[src/design/srap_map.svh]
`ifndef SRAP_MAP_SVH
`define SRAP_MAP_SVH

////////////////////////////////////////////////////////////////////////////
// register map
`define SRAP_ADDR_STATUS_COPY 8'h61
`define SRAP_ADDR_SRC0_HIGH 8'h63
`define SRAP_ADDR_SRC1_HIGH 8'h65
`define SRAP_ADDR_TIME3 8'h69
`define SRAP_ADDR_SRC0_SEL 8'h44
`define SRAP_ADDR_SRC1_SEL 8'h45
`define SRAP_WRAP_EN_BIT 0
`define SRAP_PTR_MAX 8'hff
`define SRAP_PTR_RESET 8'h00
`define SRAP_REG_RESET 8'h00
`define SRAP_SENSOR_WIDTH 72

////////////////////////////////////////////////////////////////////////////
// i2c framing
`define SRAP_I2C_OWN_ADDR 7'h2a
`define SRAP_I2C_BYTE_BITS 4'h8

////////////////////////////////////////////////////////////////////////////
// spi frame fields
`define SRAP_SPI_LAST_BIT 6'h1f
`define SRAP_CMD_MSB 31
`define SRAP_CMD_LSB 28
`define SRAP_FIX_MSB 27
`define SRAP_FIX_LSB 24
`define SRAP_RA_MSB 23
`define SRAP_RA_LSB 16
`define SRAP_RD_MSB 15
`define SRAP_RD_LSB 8
`define SRAP_SENS_FIX_LSB 8
`define SRAP_CMD_READ 4'h1
`define SRAP_CMD_WRITE 4'h2
`define SRAP_CMD_SENSOR 4'h3

`endif

[src/design/srap_pkg.sv]
`default_nettype none
package srap_pkg;
  typedef logic [7:0] srap_byte_t;
  typedef logic [31:0] srap_frame_t;
  // gray steps along write path: addr, ack, reg, ack, data, ack
  typedef enum logic [3:0] {
    SRAP_I2C_IDLE = 4'h0,
    SRAP_I2C_ADDR = 4'h1,
    SRAP_I2C_ADDR_ACK = 4'h3,
    SRAP_I2C_REG = 4'h2,
    SRAP_I2C_REG_ACK = 4'h6,
    SRAP_I2C_WR_DATA = 4'h7,
    SRAP_I2C_WR_ACK = 4'h5,
    SRAP_I2C_RD_DATA = 4'h4,
    SRAP_I2C_RD_ACK = 4'hc,
    SRAP_I2C_WAIT = 4'hd
  } srap_i2c_state_t;
endpackage
`default_nettype wire

[src/design/srap_sync.sv]
`timescale 1ns/10ps
`default_nettype none
module srap_sync #(
  parameter int WIDTH = 1,
  parameter logic [WIDTH-1:0] RST_VAL = '0
) (
  input wire logic clk, // sampling clock
  input wire logic rst, // sync reset, high
  input wire logic [WIDTH-1:0] d, // asynchronous pins
  output logic [WIDTH-1:0] q // synchronised copy
);
  logic [WIDTH-1:0] meta_reg;

  ////////////////////////////////////////////////////////////////////////////
  // two flops per bit; first stage feeds only the second
  genvar i;
  generate
    for (i = 0; i < WIDTH; i = i + 1) begin : g_bit
      always_ff @(posedge clk) begin
        if (rst) begin
          meta_reg[i] <= RST_VAL[i];
          q[i] <= RST_VAL[i];
        end else begin
          meta_reg[i] <= d[i];
          q[i] <= meta_reg[i];
        end
      end
    end
  endgenerate
endmodule
`default_nettype wire

[src/design/srap_regfile.sv]
`timescale 1ns/10ps
`default_nettype none
`include "srap_map.svh"
module srap_regfile (
  input wire logic clk, // system clock
  input wire logic rst, // sync reset, high
  input wire logic wr_en, // write strobe
  input wire srap_pkg::srap_byte_t wr_addr, // write address
  input wire srap_pkg::srap_byte_t wr_data, // write data
  input wire srap_pkg::srap_byte_t rd_addr_a, // i2c read address
  output srap_pkg::srap_byte_t rd_data_a, // i2c read data
  input wire srap_pkg::srap_byte_t rd_addr_b, // spi read address
  output srap_pkg::srap_byte_t rd_data_b, // spi read data
  input wire logic [`SRAP_SENSOR_WIDTH-1:0] sensor_bytes, // live 61h..69h
  output logic [1:0] wrap_en // {source1, source0} wrap enables
);
  import srap_pkg::*;

  srap_byte_t mem [0:255];

  // sensor window is live, everything else comes from the array
  function automatic srap_byte_t read_byte(input srap_byte_t a);
    srap_byte_t off;
    off = a - `SRAP_ADDR_STATUS_COPY;
    if (a >= `SRAP_ADDR_STATUS_COPY && a <= `SRAP_ADDR_TIME3) begin
      read_byte = sensor_bytes[{off[3:0], 3'b000} +: 8];
    end else begin
      read_byte = mem[a];
    end
  endfunction

  ////////////////////////////////////////////////////////////////////////////
  // writes into the sensor window are dropped: those bytes are read only
  always_ff @(posedge clk) begin
    if (rst) begin
      for (int k = 0; k < 256; k = k + 1) begin
        mem[k] <= `SRAP_REG_RESET;
      end
    end else if (wr_en && !(wr_addr >= `SRAP_ADDR_STATUS_COPY &&
                            wr_addr <= `SRAP_ADDR_TIME3)) begin
      mem[wr_addr] <= wr_data;
    end
  end

  // read ports; a process rather than an assign, so array writes and
  // sensor updates reach the outputs even while the address holds still
  always_comb begin
    rd_data_a = read_byte(rd_addr_a);
    rd_data_b = read_byte(rd_addr_b);
  end

  // wrap enable bits
  assign wrap_en = {mem[`SRAP_ADDR_SRC1_SEL][`SRAP_WRAP_EN_BIT],
                    mem[`SRAP_ADDR_SRC0_SEL][`SRAP_WRAP_EN_BIT]};
endmodule
`default_nettype wire

[src/design/srap_top.sv]
// How it works
// - read: start, address with write bit, ack, register address, ack
// - then repeated start, address with read bit set, device acks
// - device sends addressed bytes; host nacks last byte, then stop
// - pointer wraps to status copy past last enabled sensor byte
// - no source enabled: pointer rolls from ffh to 00h
// - only source 0 enabled: 63h goes back to 61h
// - only source 1 enabled: 65h goes back to 61h
// - both enabled: 69h goes back to 61h
// - spi client with fixed 32-bit frames, bit 31 first
// - spi clock idles low; sample on rise, change on fall
// - spi frames shift msb first in both directions
// - command frame first; response follows in next frame
// - clock and data ignored while select is high
// - three commands: register read, register write, and sensor data with status
// - i2c pointer advances after every data byte, read or write
// - wrong client address gets no acknowledge
`timescale 1ns/10ps
`default_nettype none
`include "srap_map.svh"
module srap_top #(
  parameter logic [6:0] OWN_ADDR = `SRAP_I2C_OWN_ADDR
) (
  input wire logic ref_clk, // system clock, 50 mhz
  input wire logic rst, // sync reset, high
  input wire logic i2c_scl_in, // i2c clock pin level
  input wire logic i2c_sda_in, // i2c data pin level
  output logic i2c_sda_out, // i2c data drive value
  output logic i2c_sda_oe_n, // low while pulling data low
  input wire logic spi_sclk, // spi clock pin
  input wire logic spi_ss_n, // spi client select, low active
  input wire logic spi_mosi, // spi host-out data
  output logic spi_miso, // spi client-out data
  output logic spi_miso_oe_n, // low while driving miso
  input wire logic [`SRAP_SENSOR_WIDTH-1:0] sensor_bytes, // 61h..69h
  output srap_pkg::srap_byte_t i2c_pointer, // current register pointer
  output logic i2c_busy, // i2c transaction in progress
  output logic spi_frame_error // last frame was not 32 bits
);
  import srap_pkg::*;

  ////////////////////////////////////////////////////////////////////////////
  // pin synchronisers and edge detection
  logic [4:0] pin_sync;
  logic scl_s, sda_s, sclk_s, ss_n_s, mosi_s;
  logic scl_d, sda_d, sclk_d, ss_n_d;
  logic scl_rise, scl_fall, i2c_start, i2c_stop;
  logic sclk_rise, sclk_fall;

  srap_sync #(
    .WIDTH(5),
    .RST_VAL(5'h1a)
  ) u_sync (
    .clk(ref_clk),
    .rst(rst),
    .d({i2c_scl_in, i2c_sda_in, spi_sclk, spi_ss_n, spi_mosi}),
    .q(pin_sync)
  );

  // unpack in the order the pins were packed
  assign {scl_s, sda_s, sclk_s, ss_n_s, mosi_s} = pin_sync;

  // previous samples, taken from the second stage only
  always_ff @(posedge ref_clk) begin
    if (rst) begin
      scl_d <= 1'b1;
      sda_d <= 1'b1;
      sclk_d <= 1'b0;
      ss_n_d <= 1'b1;
    end else begin
      scl_d <= scl_s;
      sda_d <= sda_s;
      sclk_d <= sclk_s;
      ss_n_d <= ss_n_s;
    end
  end

  // start and repeated start look the same, so one detector serves both
  assign scl_rise = scl_s & ~scl_d;
  assign scl_fall = ~scl_s & scl_d;
  assign i2c_start = scl_s & scl_d & sda_d & ~sda_s;
  assign i2c_stop = scl_s & scl_d & ~sda_d & sda_s;
  assign sclk_rise = sclk_s & ~sclk_d;
  assign sclk_fall = ~sclk_s & sclk_d;

  ////////////////////////////////////////////////////////////////////////////
  // register file and write arbitration
  srap_byte_t ptr_reg, rd_a, rd_b, spi_ra;
  srap_byte_t i2c_wdata_reg, spi_waddr_reg, spi_wdata_reg;
  logic i2c_wr_reg, spi_wr_reg;
  logic [1:0] wrap_en;
  srap_frame_t frame_word;

  // i2c wins a collision; both hosts at once is a board fault anyway
  srap_regfile u_regs (
    .clk(ref_clk),
    .rst(rst),
    .wr_en(i2c_wr_reg | spi_wr_reg),
    .wr_addr(i2c_wr_reg ? ptr_reg : spi_waddr_reg),
    .wr_data(i2c_wr_reg ? i2c_wdata_reg : spi_wdata_reg),
    .rd_addr_a(ptr_reg),
    .rd_data_a(rd_a),
    .rd_addr_b(spi_ra),
    .rd_data_b(rd_b),
    .sensor_bytes(sensor_bytes),
    .wrap_en(wrap_en)
  );

  // pointer step shared by the read and write paths
  function automatic srap_byte_t next_ptr(input srap_byte_t p,
                                          input logic [1:0] en);
    srap_byte_t last;
    unique case (en)
      2'b00: last = `SRAP_PTR_MAX;
      2'b01: last = `SRAP_ADDR_SRC0_HIGH;
      2'b10: last = `SRAP_ADDR_SRC1_HIGH;
      2'b11: last = `SRAP_ADDR_TIME3;
    endcase
    if (en != 2'b00 && p == last) begin
      next_ptr = `SRAP_ADDR_STATUS_COPY;
    end else begin
      next_ptr = p + 8'h01; // ffh rolls to 00h by itself
    end
  endfunction

  ////////////////////////////////////////////////////////////////////////////
  // i2c client state machine
  srap_i2c_state_t state_reg;
  logic [3:0] bit_cnt_reg;
  srap_byte_t rx_reg, tx_reg;
  logic rw_reg, sda_oe_n_reg;

  // data changes only after scl falls, so start and stop stay unambiguous
  always_ff @(posedge ref_clk) begin
    if (rst) begin
      state_reg <= SRAP_I2C_IDLE;
      bit_cnt_reg <= 4'h0;
      rx_reg <= 8'h00;
      tx_reg <= 8'h00;
      rw_reg <= 1'b0;
      ptr_reg <= `SRAP_PTR_RESET;
      sda_oe_n_reg <= 1'b1;
      i2c_wr_reg <= 1'b0;
      i2c_wdata_reg <= 8'h00;
    end else begin
      i2c_wr_reg <= 1'b0;
      if (i2c_stop) begin
        state_reg <= SRAP_I2C_IDLE;
        sda_oe_n_reg <= 1'b1;
      end else if (i2c_start) begin
        state_reg <= SRAP_I2C_ADDR;
        bit_cnt_reg <= 4'h0;
        sda_oe_n_reg <= 1'b1;
      end else begin
        unique case (state_reg)
          SRAP_I2C_IDLE, SRAP_I2C_WAIT: begin
            sda_oe_n_reg <= 1'b1;
          end
          SRAP_I2C_ADDR, SRAP_I2C_REG, SRAP_I2C_WR_DATA: begin
            if (scl_rise) begin
              rx_reg <= {rx_reg[6:0], sda_s};
              bit_cnt_reg <= bit_cnt_reg + 4'h1;
            end else if (scl_fall && bit_cnt_reg == `SRAP_I2C_BYTE_BITS) begin
              bit_cnt_reg <= 4'h0;
              if (state_reg == SRAP_I2C_ADDR) begin
                if (rx_reg[7:1] == OWN_ADDR) begin
                  rw_reg <= rx_reg[0];
                  sda_oe_n_reg <= 1'b0;
                  state_reg <= SRAP_I2C_ADDR_ACK;
                end else begin
                  state_reg <= SRAP_I2C_WAIT; // stays released
                end
              end else if (state_reg == SRAP_I2C_REG) begin
                ptr_reg <= rx_reg;
                sda_oe_n_reg <= 1'b0;
                state_reg <= SRAP_I2C_REG_ACK;
              end else begin
                i2c_wr_reg <= 1'b1;
                i2c_wdata_reg <= rx_reg;
                sda_oe_n_reg <= 1'b0;
                state_reg <= SRAP_I2C_WR_ACK;
              end
            end
          end
          SRAP_I2C_ADDR_ACK: begin
            if (scl_fall) begin
              if (rw_reg) begin
                tx_reg <= rd_a;
                sda_oe_n_reg <= rd_a[7];
                state_reg <= SRAP_I2C_RD_DATA;
              end else begin
                sda_oe_n_reg <= 1'b1;
                state_reg <= SRAP_I2C_REG;
              end
            end
          end
          SRAP_I2C_REG_ACK: begin
            if (scl_fall) begin
              sda_oe_n_reg <= 1'b1;
              state_reg <= SRAP_I2C_WR_DATA;
            end
          end
          SRAP_I2C_WR_ACK: begin
            if (scl_fall) begin
              sda_oe_n_reg <= 1'b1;
              ptr_reg <= next_ptr(ptr_reg, wrap_en);
              state_reg <= SRAP_I2C_WR_DATA;
            end
          end
          SRAP_I2C_RD_DATA: begin
            if (scl_rise) begin
              bit_cnt_reg <= bit_cnt_reg + 4'h1;
            end else if (scl_fall) begin
              if (bit_cnt_reg == `SRAP_I2C_BYTE_BITS) begin
                sda_oe_n_reg <= 1'b1; // host owns the ack slot
                bit_cnt_reg <= 4'h0;
                state_reg <= SRAP_I2C_RD_ACK;
              end else begin
                tx_reg <= {tx_reg[6:0], 1'b0};
                sda_oe_n_reg <= tx_reg[6]; // msb first
              end
            end
          end
          SRAP_I2C_RD_ACK: begin
            if (scl_rise) begin
              ptr_reg <= next_ptr(ptr_reg, wrap_en);
              if (sda_s) begin
                state_reg <= SRAP_I2C_WAIT; // nack ends the read
              end
            end else if (scl_fall) begin
              tx_reg <= rd_a;
              sda_oe_n_reg <= rd_a[7];
              state_reg <= SRAP_I2C_RD_DATA;
            end
          end
          default: begin
            state_reg <= SRAP_I2C_IDLE;
            sda_oe_n_reg <= 1'b1;
          end
        endcase
      end
    end
  end

  // open drain: only ever pull low, scl has no driver at all
  assign i2c_sda_out = 1'b0;
  assign i2c_sda_oe_n = sda_oe_n_reg;
  assign i2c_pointer = ptr_reg;
  assign i2c_busy = (state_reg != SRAP_I2C_IDLE);

  ////////////////////////////////////////////////////////////////////////////
  // spi shifter
  logic [5:0] spi_cnt_reg;
  srap_frame_t spi_rx_reg, spi_tx_reg, spi_resp_reg;
  logic miso_reg, frame_done, frame_err_reg;

  // whole incoming word as of the 32nd rising edge
  assign frame_word = {spi_rx_reg[30:0], mosi_s};
  assign frame_done = ~ss_n_s & sclk_rise &
                      (spi_cnt_reg == `SRAP_SPI_LAST_BIT);
  assign spi_ra = frame_word[`SRAP_RA_MSB:`SRAP_RA_LSB];

  // while deselected the response is parked so bit 31 is ready at once
  always_ff @(posedge ref_clk) begin
    if (rst) begin
      spi_cnt_reg <= 6'h00;
      spi_rx_reg <= 32'h0000_0000;
      spi_tx_reg <= 32'h0000_0000;
      miso_reg <= 1'b0;
    end else if (ss_n_s) begin
      spi_cnt_reg <= 6'h00;
      spi_tx_reg <= spi_resp_reg;
      miso_reg <= spi_resp_reg[31];
    end else begin
      if (sclk_rise) begin
        spi_rx_reg <= frame_word; // sample on rise
        spi_cnt_reg <= spi_cnt_reg + 6'h01;
      end
      if (sclk_fall) begin
        spi_tx_reg <= {spi_tx_reg[30:0], 1'b0};
        miso_reg <= spi_tx_reg[30]; // change on fall
      end
    end
  end

  // frame length check at deselect; short frames are dropped, long frames act on their first 32 bits
  always_ff @(posedge ref_clk) begin
    if (rst) begin
      frame_err_reg <= 1'b0;
    end else if (ss_n_s & ~ss_n_d) begin
      frame_err_reg <= (spi_cnt_reg !=
                        `SRAP_SPI_LAST_BIT + 6'h01);
    end
  end

  // command decode; the answer goes out in the following frame
  always_ff @(posedge ref_clk) begin
    if (rst) begin
      spi_resp_reg <= 32'h0000_0000;
      spi_wr_reg <= 1'b0;
      spi_waddr_reg <= 8'h00;
      spi_wdata_reg <= 8'h00;
    end else begin
      spi_wr_reg <= 1'b0;
      if (frame_done) begin
        case (frame_word[`SRAP_CMD_MSB:`SRAP_CMD_LSB])
          `SRAP_CMD_READ: begin
            spi_resp_reg <= {frame_word[`SRAP_CMD_MSB:`SRAP_FIX_LSB], spi_ra,
                             rd_b, 8'h00};
          end
          `SRAP_CMD_WRITE: begin
            spi_wr_reg <= 1'b1;
            spi_waddr_reg <= spi_ra;
            spi_wdata_reg <= frame_word[`SRAP_RD_MSB:`SRAP_RD_LSB];
            spi_resp_reg <= {frame_word[31:8], 8'h00};
          end
          `SRAP_CMD_SENSOR: begin
            // nonzero fixed bits mean a corrupt command
            if (frame_word[`SRAP_FIX_MSB:`SRAP_SENS_FIX_LSB] ==
                20'h0_0000) begin
              spi_resp_reg <= {frame_word[`SRAP_CMD_MSB:`SRAP_CMD_LSB], 4'h0,
                               sensor_bytes[7:0], sensor_bytes[23:16],
                               8'h00}; // status plus data
            end else begin
              spi_resp_reg <= 32'h0000_0000;
            end
          end
          default: begin
            spi_resp_reg <= 32'h0000_0000; // unknown command answers zero
          end
        endcase
      end
    end
  end

  // spi pin drives and frame status
  assign spi_miso = miso_reg;
  assign spi_miso_oe_n = ss_n_s; // tristate while not selected
  assign spi_frame_error = frame_err_reg;
endmodule
`default_nettype wire

[config.mk]
export PLATFORM = sky130hd
export DESIGN_NAME = srap_top
export DESIGN_NICKNAME = d
export VERILOG_FILES = /design/src/design/srap_pkg.sv /design/src/design/srap_sync.sv /design/src/design/srap_regfile.sv /design/src/design/srap_top.sv
export VERILOG_INCLUDE_DIRS = /design/src /design/src/design
export SDC_FILE = /design/constraint.sdc
export NUM_CORES = 2
export LEC_CHECK = 0
export BUFFER_PORTS_ARGS = -buffer_cell sky130_fd_sc_hd__buf_2
export CAP_MARGIN = 20
export CORE_UTILIZATION = 30
export DETAILED_ROUTE_END_ITERATION = 10
export GPL_TIMING_DRIVEN = 0
export HOLD_SLACK_MARGIN = 0.12
export MAX_ROUTING_LAYER = met4
export PLACE_DENSITY_LB_ADDON = 0.15
export SYNTH_ARGS = -nofsm -noshare
export SYNTH_HDL_FRONTEND = slang
export SYNTH_SLANG_ARGS = --single-unit
[constraint.sdc]
create_clock -name ref_clk -period 10.65 [get_ports ref_clk]
set_input_delay 1.5975 -clock ref_clk [delete_from_list [all_inputs] [get_ports ref_clk]]
set_output_delay 1.5975 -clock ref_clk [all_outputs]
set_load 0.1 [all_outputs]
==> results.md <==
* CP max stage cell: nor4_1
* Sequential share of power at a little under half
* Postcts setup bufs at 0
* Worst r2r dst: tx_reg[6]
* Maximum VDD drop at 0.109 mV
* Post-CTS sizing at 0
* Routed WL per cell at ~50 um
* Post-synth EDFFs at slightly above 2000
* Worst EP required at around 11000 ps
* Hold path endpoint: u_sync.q[3]
* Setup crit end kind: register
* GP Congestion at around 1.1
* Clock Tree Root: clkbuf_16
* Sink Count at 2223
* Status: complete, no violations
* TritonCTS clock tree: built
* WL met3 at 85200 um
* Largest net degree at the start of global routing at 14
* Critical path buffers and inverters at 2
* Vias at 90100
* Async S/R FF share, synth at 0%
* Least-Margin Pin Slew at ~1400 ps
* Avg Cell Area, Syn at 14.2 um^2
* Port Buf Inserts at 91
* WP data arrival at about 7700 ps
* Leading post-synthesis cells by cell area: edfxtp_1 (53%), mux4_2 (24%), nor2_1 (7.1%)
* Final hold violation count at 0
* Post-layout min period at about 7000 ps
* Crit start category: register
* Max-cap violations at 0
* Hold_buf cts at 0
* Mapped cell area at 116000 um^2
* Rows at roughly 230
* Setup TNS at 0 ps
* Most frequent cell after synthesis: nor2_1
* Cells after DPL at 13600
* Sequential cell area fraction in the yosys report at a little under three fifths
* Die X at 623 um
* RSZ-0062 raised after global routing: no
* FF+latch count, synth at 2223
* Final Slew Violations at 0
* CTS clk-pin slew, worst paths at 60 ps
* Final WS setup at 3790 ps
* NetSw at 5.62 mW
* Top cell type's share of synthesized area at between 50% and 60%
* Setup violators final at 0
* IO Count at 93
* Setup Crit Path Kind: reg -> reg
* Peak Freq at 146 MHz
* Hold slack at 410 ps
* Post-DP HPWL at 544000 um
* Total Routing Usage GR at between 30% and 40%
* Reg2reg path depth at 9
* Post-Syn Instances at 8163
* CP Max Fanout at 10
* Die Ht at 623 um
* CORE AREA at 383000 um^2
* Largest area contributor in the netlist: edfxtp_1
* Static leakage at 42.4 nW
* # nets final at 8998
* Rel. slew slack at 4.13%
* DR DRC count at 0
* Clk_lat worst skew at 970 ps
* Clock Power Share at between 40 and 50%
* Initial antenna violation count at 86
* Final global-route overflow total at 0
* DRT Pass-1 Iters at 8
* Post-Route WL at between 700000 and 800000 um
* Min-Delay Path Depth at 1
* Top delay family on crit path: simple AND/OR/NAND/NOR gates
* Gate power share at between 8 and 9%
* First-pass GRT wire length at 888000 um
* Tcrit/Tclk final at 64.4%
* Register-to-register path setup slack at around 3800 ps
* Max reg flops at ~2000
* Final std cells w/o fill at roughly 14000
* Routed Antenna Nets at 0
* Netlist cell types at 72
* Via density at 6.32
* 1st-iter DRT viols at 15900
* Share of layout cells above drive strength 1 at 27.7%
* Final core occ at about 36%
* Switching part of the total power at between 20% and 30%
* Clock Tree Buf Depth at 4
* TritonCTS Buffers at 279
* CP Cell Sequence: clkbuf_1, clkbuf_1, nand2_1, nor2_1, a22oi_1, o211ai_1, nor2_1, nor4_1, a21oi_1
* Starting Density at between 30 and 40%
* Internal Power at between 15 and 20 mW
* WL met1 at 259000 um
* Vias in the first global route at 84400
* Top cells by count, synth: nor2_1 (2173), edfxtp_1 (2048), mux4_2 (1232)
* Clock Skew at roughly 44 ps
* Uppermost layer routed: met4
* H-tree Lvls at 5
* Warnings, synthesis at 0
* CP max stage delay at 1090 ps
* Synth Flop Type: edfxtp_1
* Hold Startpoint: u_sync.meta_reg[3]
* Power per Cell Area at 158 nW/um^2
* Pre-CTS setup slack at 4460 ps
* Routed length on met2 at 302000 um
* Layout area overhead at 18.1%
* Die area at around 390000 um^2
* Hold Crit Class: reg -> reg
-- power by group through the flow --
stage	registers (mW)	clock network [mW]	logic, mW
finish	10.0	9.73	1.79
global route	10.0	10.0	1.76
CTS	9.99	9.73	1.72
detailed placement	10.2	0	1.71
global placement	10.2	0	1.62
floorplan	10.1	0	0.800
-- through the flow --
stage	total power, mW	cell area, um^2
floorplan	10.9	116000
global placement	11.8	123000
detailed placement	11.9	127000
CTS	21.4	136000
global route	21.8	136000
finish	21.5	137000
-- layout make-up --
| type | instances | area (um^2) |
|---|---|---|
| inverter | 43 | 161 |
| buffer | 822 | 3710 |
| timing repair buffer | 389 | 4640 |
| sequential | 2223 | 65000 |
| tap | 5038 | 6300 |
| fill | 36900 | 246000 |
| multi-input combinational | 5147 | 47500 |
| clock inverter | 143 | 1440 |
| clock buffer | 355 | 7460 |
| antenna | 97 | 243 |
-- layer usage --
metal,global-route usage (%),up-vias
li1,-,32700
met1,44.2,48300
met2,52.0,7434
met3,11.4,1653
met4,24.4,0
met5,-,-
-- worst max path at each step --
stage | cells past startpoint | startpoint | slack [ps] | endpoint
after floorplan | 10 | i2c_pointer[4] | 6960 | u_regs.mem[173][0]
final | 9 | register | 3790 | tx_reg[6]
after CTS | 9 | register | 4440 | tx_reg[6]
after global routing | 9 | register | 4320 | tx_reg[6]
after global placement | 9 | register | 2040 | tx_reg[6]
after detailed placement | 9 | register | 4460 | tx_reg[6]
-- cells by family (layout without fill, tap and decap cells) --
group / Yosys count / count (layout) / synth area share (%)
xor+xnor: 16 / 16 / 0.121
mux: 1499 / 1499 / 26.4
simple gates: 2902 / 2902 / 10.1
fa+ha+maj: 14 / 14 / 0.152
compound gates: 643 / 643 / 3.79
flops: 2223 / 2223 / 56.2
buf+inv: 865 / 1752 / 3.24
other cells: 1 / 170 / 0.00325
-- placed cells by master (no fill, tap or decap), types with 81 or more instances in the layout --
cell type | netlist | layout
nand2_1 | 431 | 431
mux4_2 | 1232 | 1232
buf_2 | 179 | 299
buf_4 | 24 | 109
mux2i_1 | 224 | 211
dfxtp_1 | 175 | 175
nor2_1 | 2173 | 2168
edfxtp_1 | 2048 | 2048
o21bai_1 | 175 | 102
a21oi_1 | 165 | 165
clkbuf_1 | 530 | 515
diode_2 | 0 | 97
clkbuf_16 | 0 | 285
buf_8 | 0 | 119
nand2b_1 | 81 | 81
-- worst reg2reg max path: stages, from the launching register on --
cell and delay, ps:
dfxtp_1 1050, clkbuf_1 720, clkbuf_1 840, nand2_1 1090, nor2_1 930, a22oi_1 370
o211ai_1 200, nor2_1 250, nor4_1 1100, a21oi_1 150
Note: power is estimated with default switching activity, not from simulation.
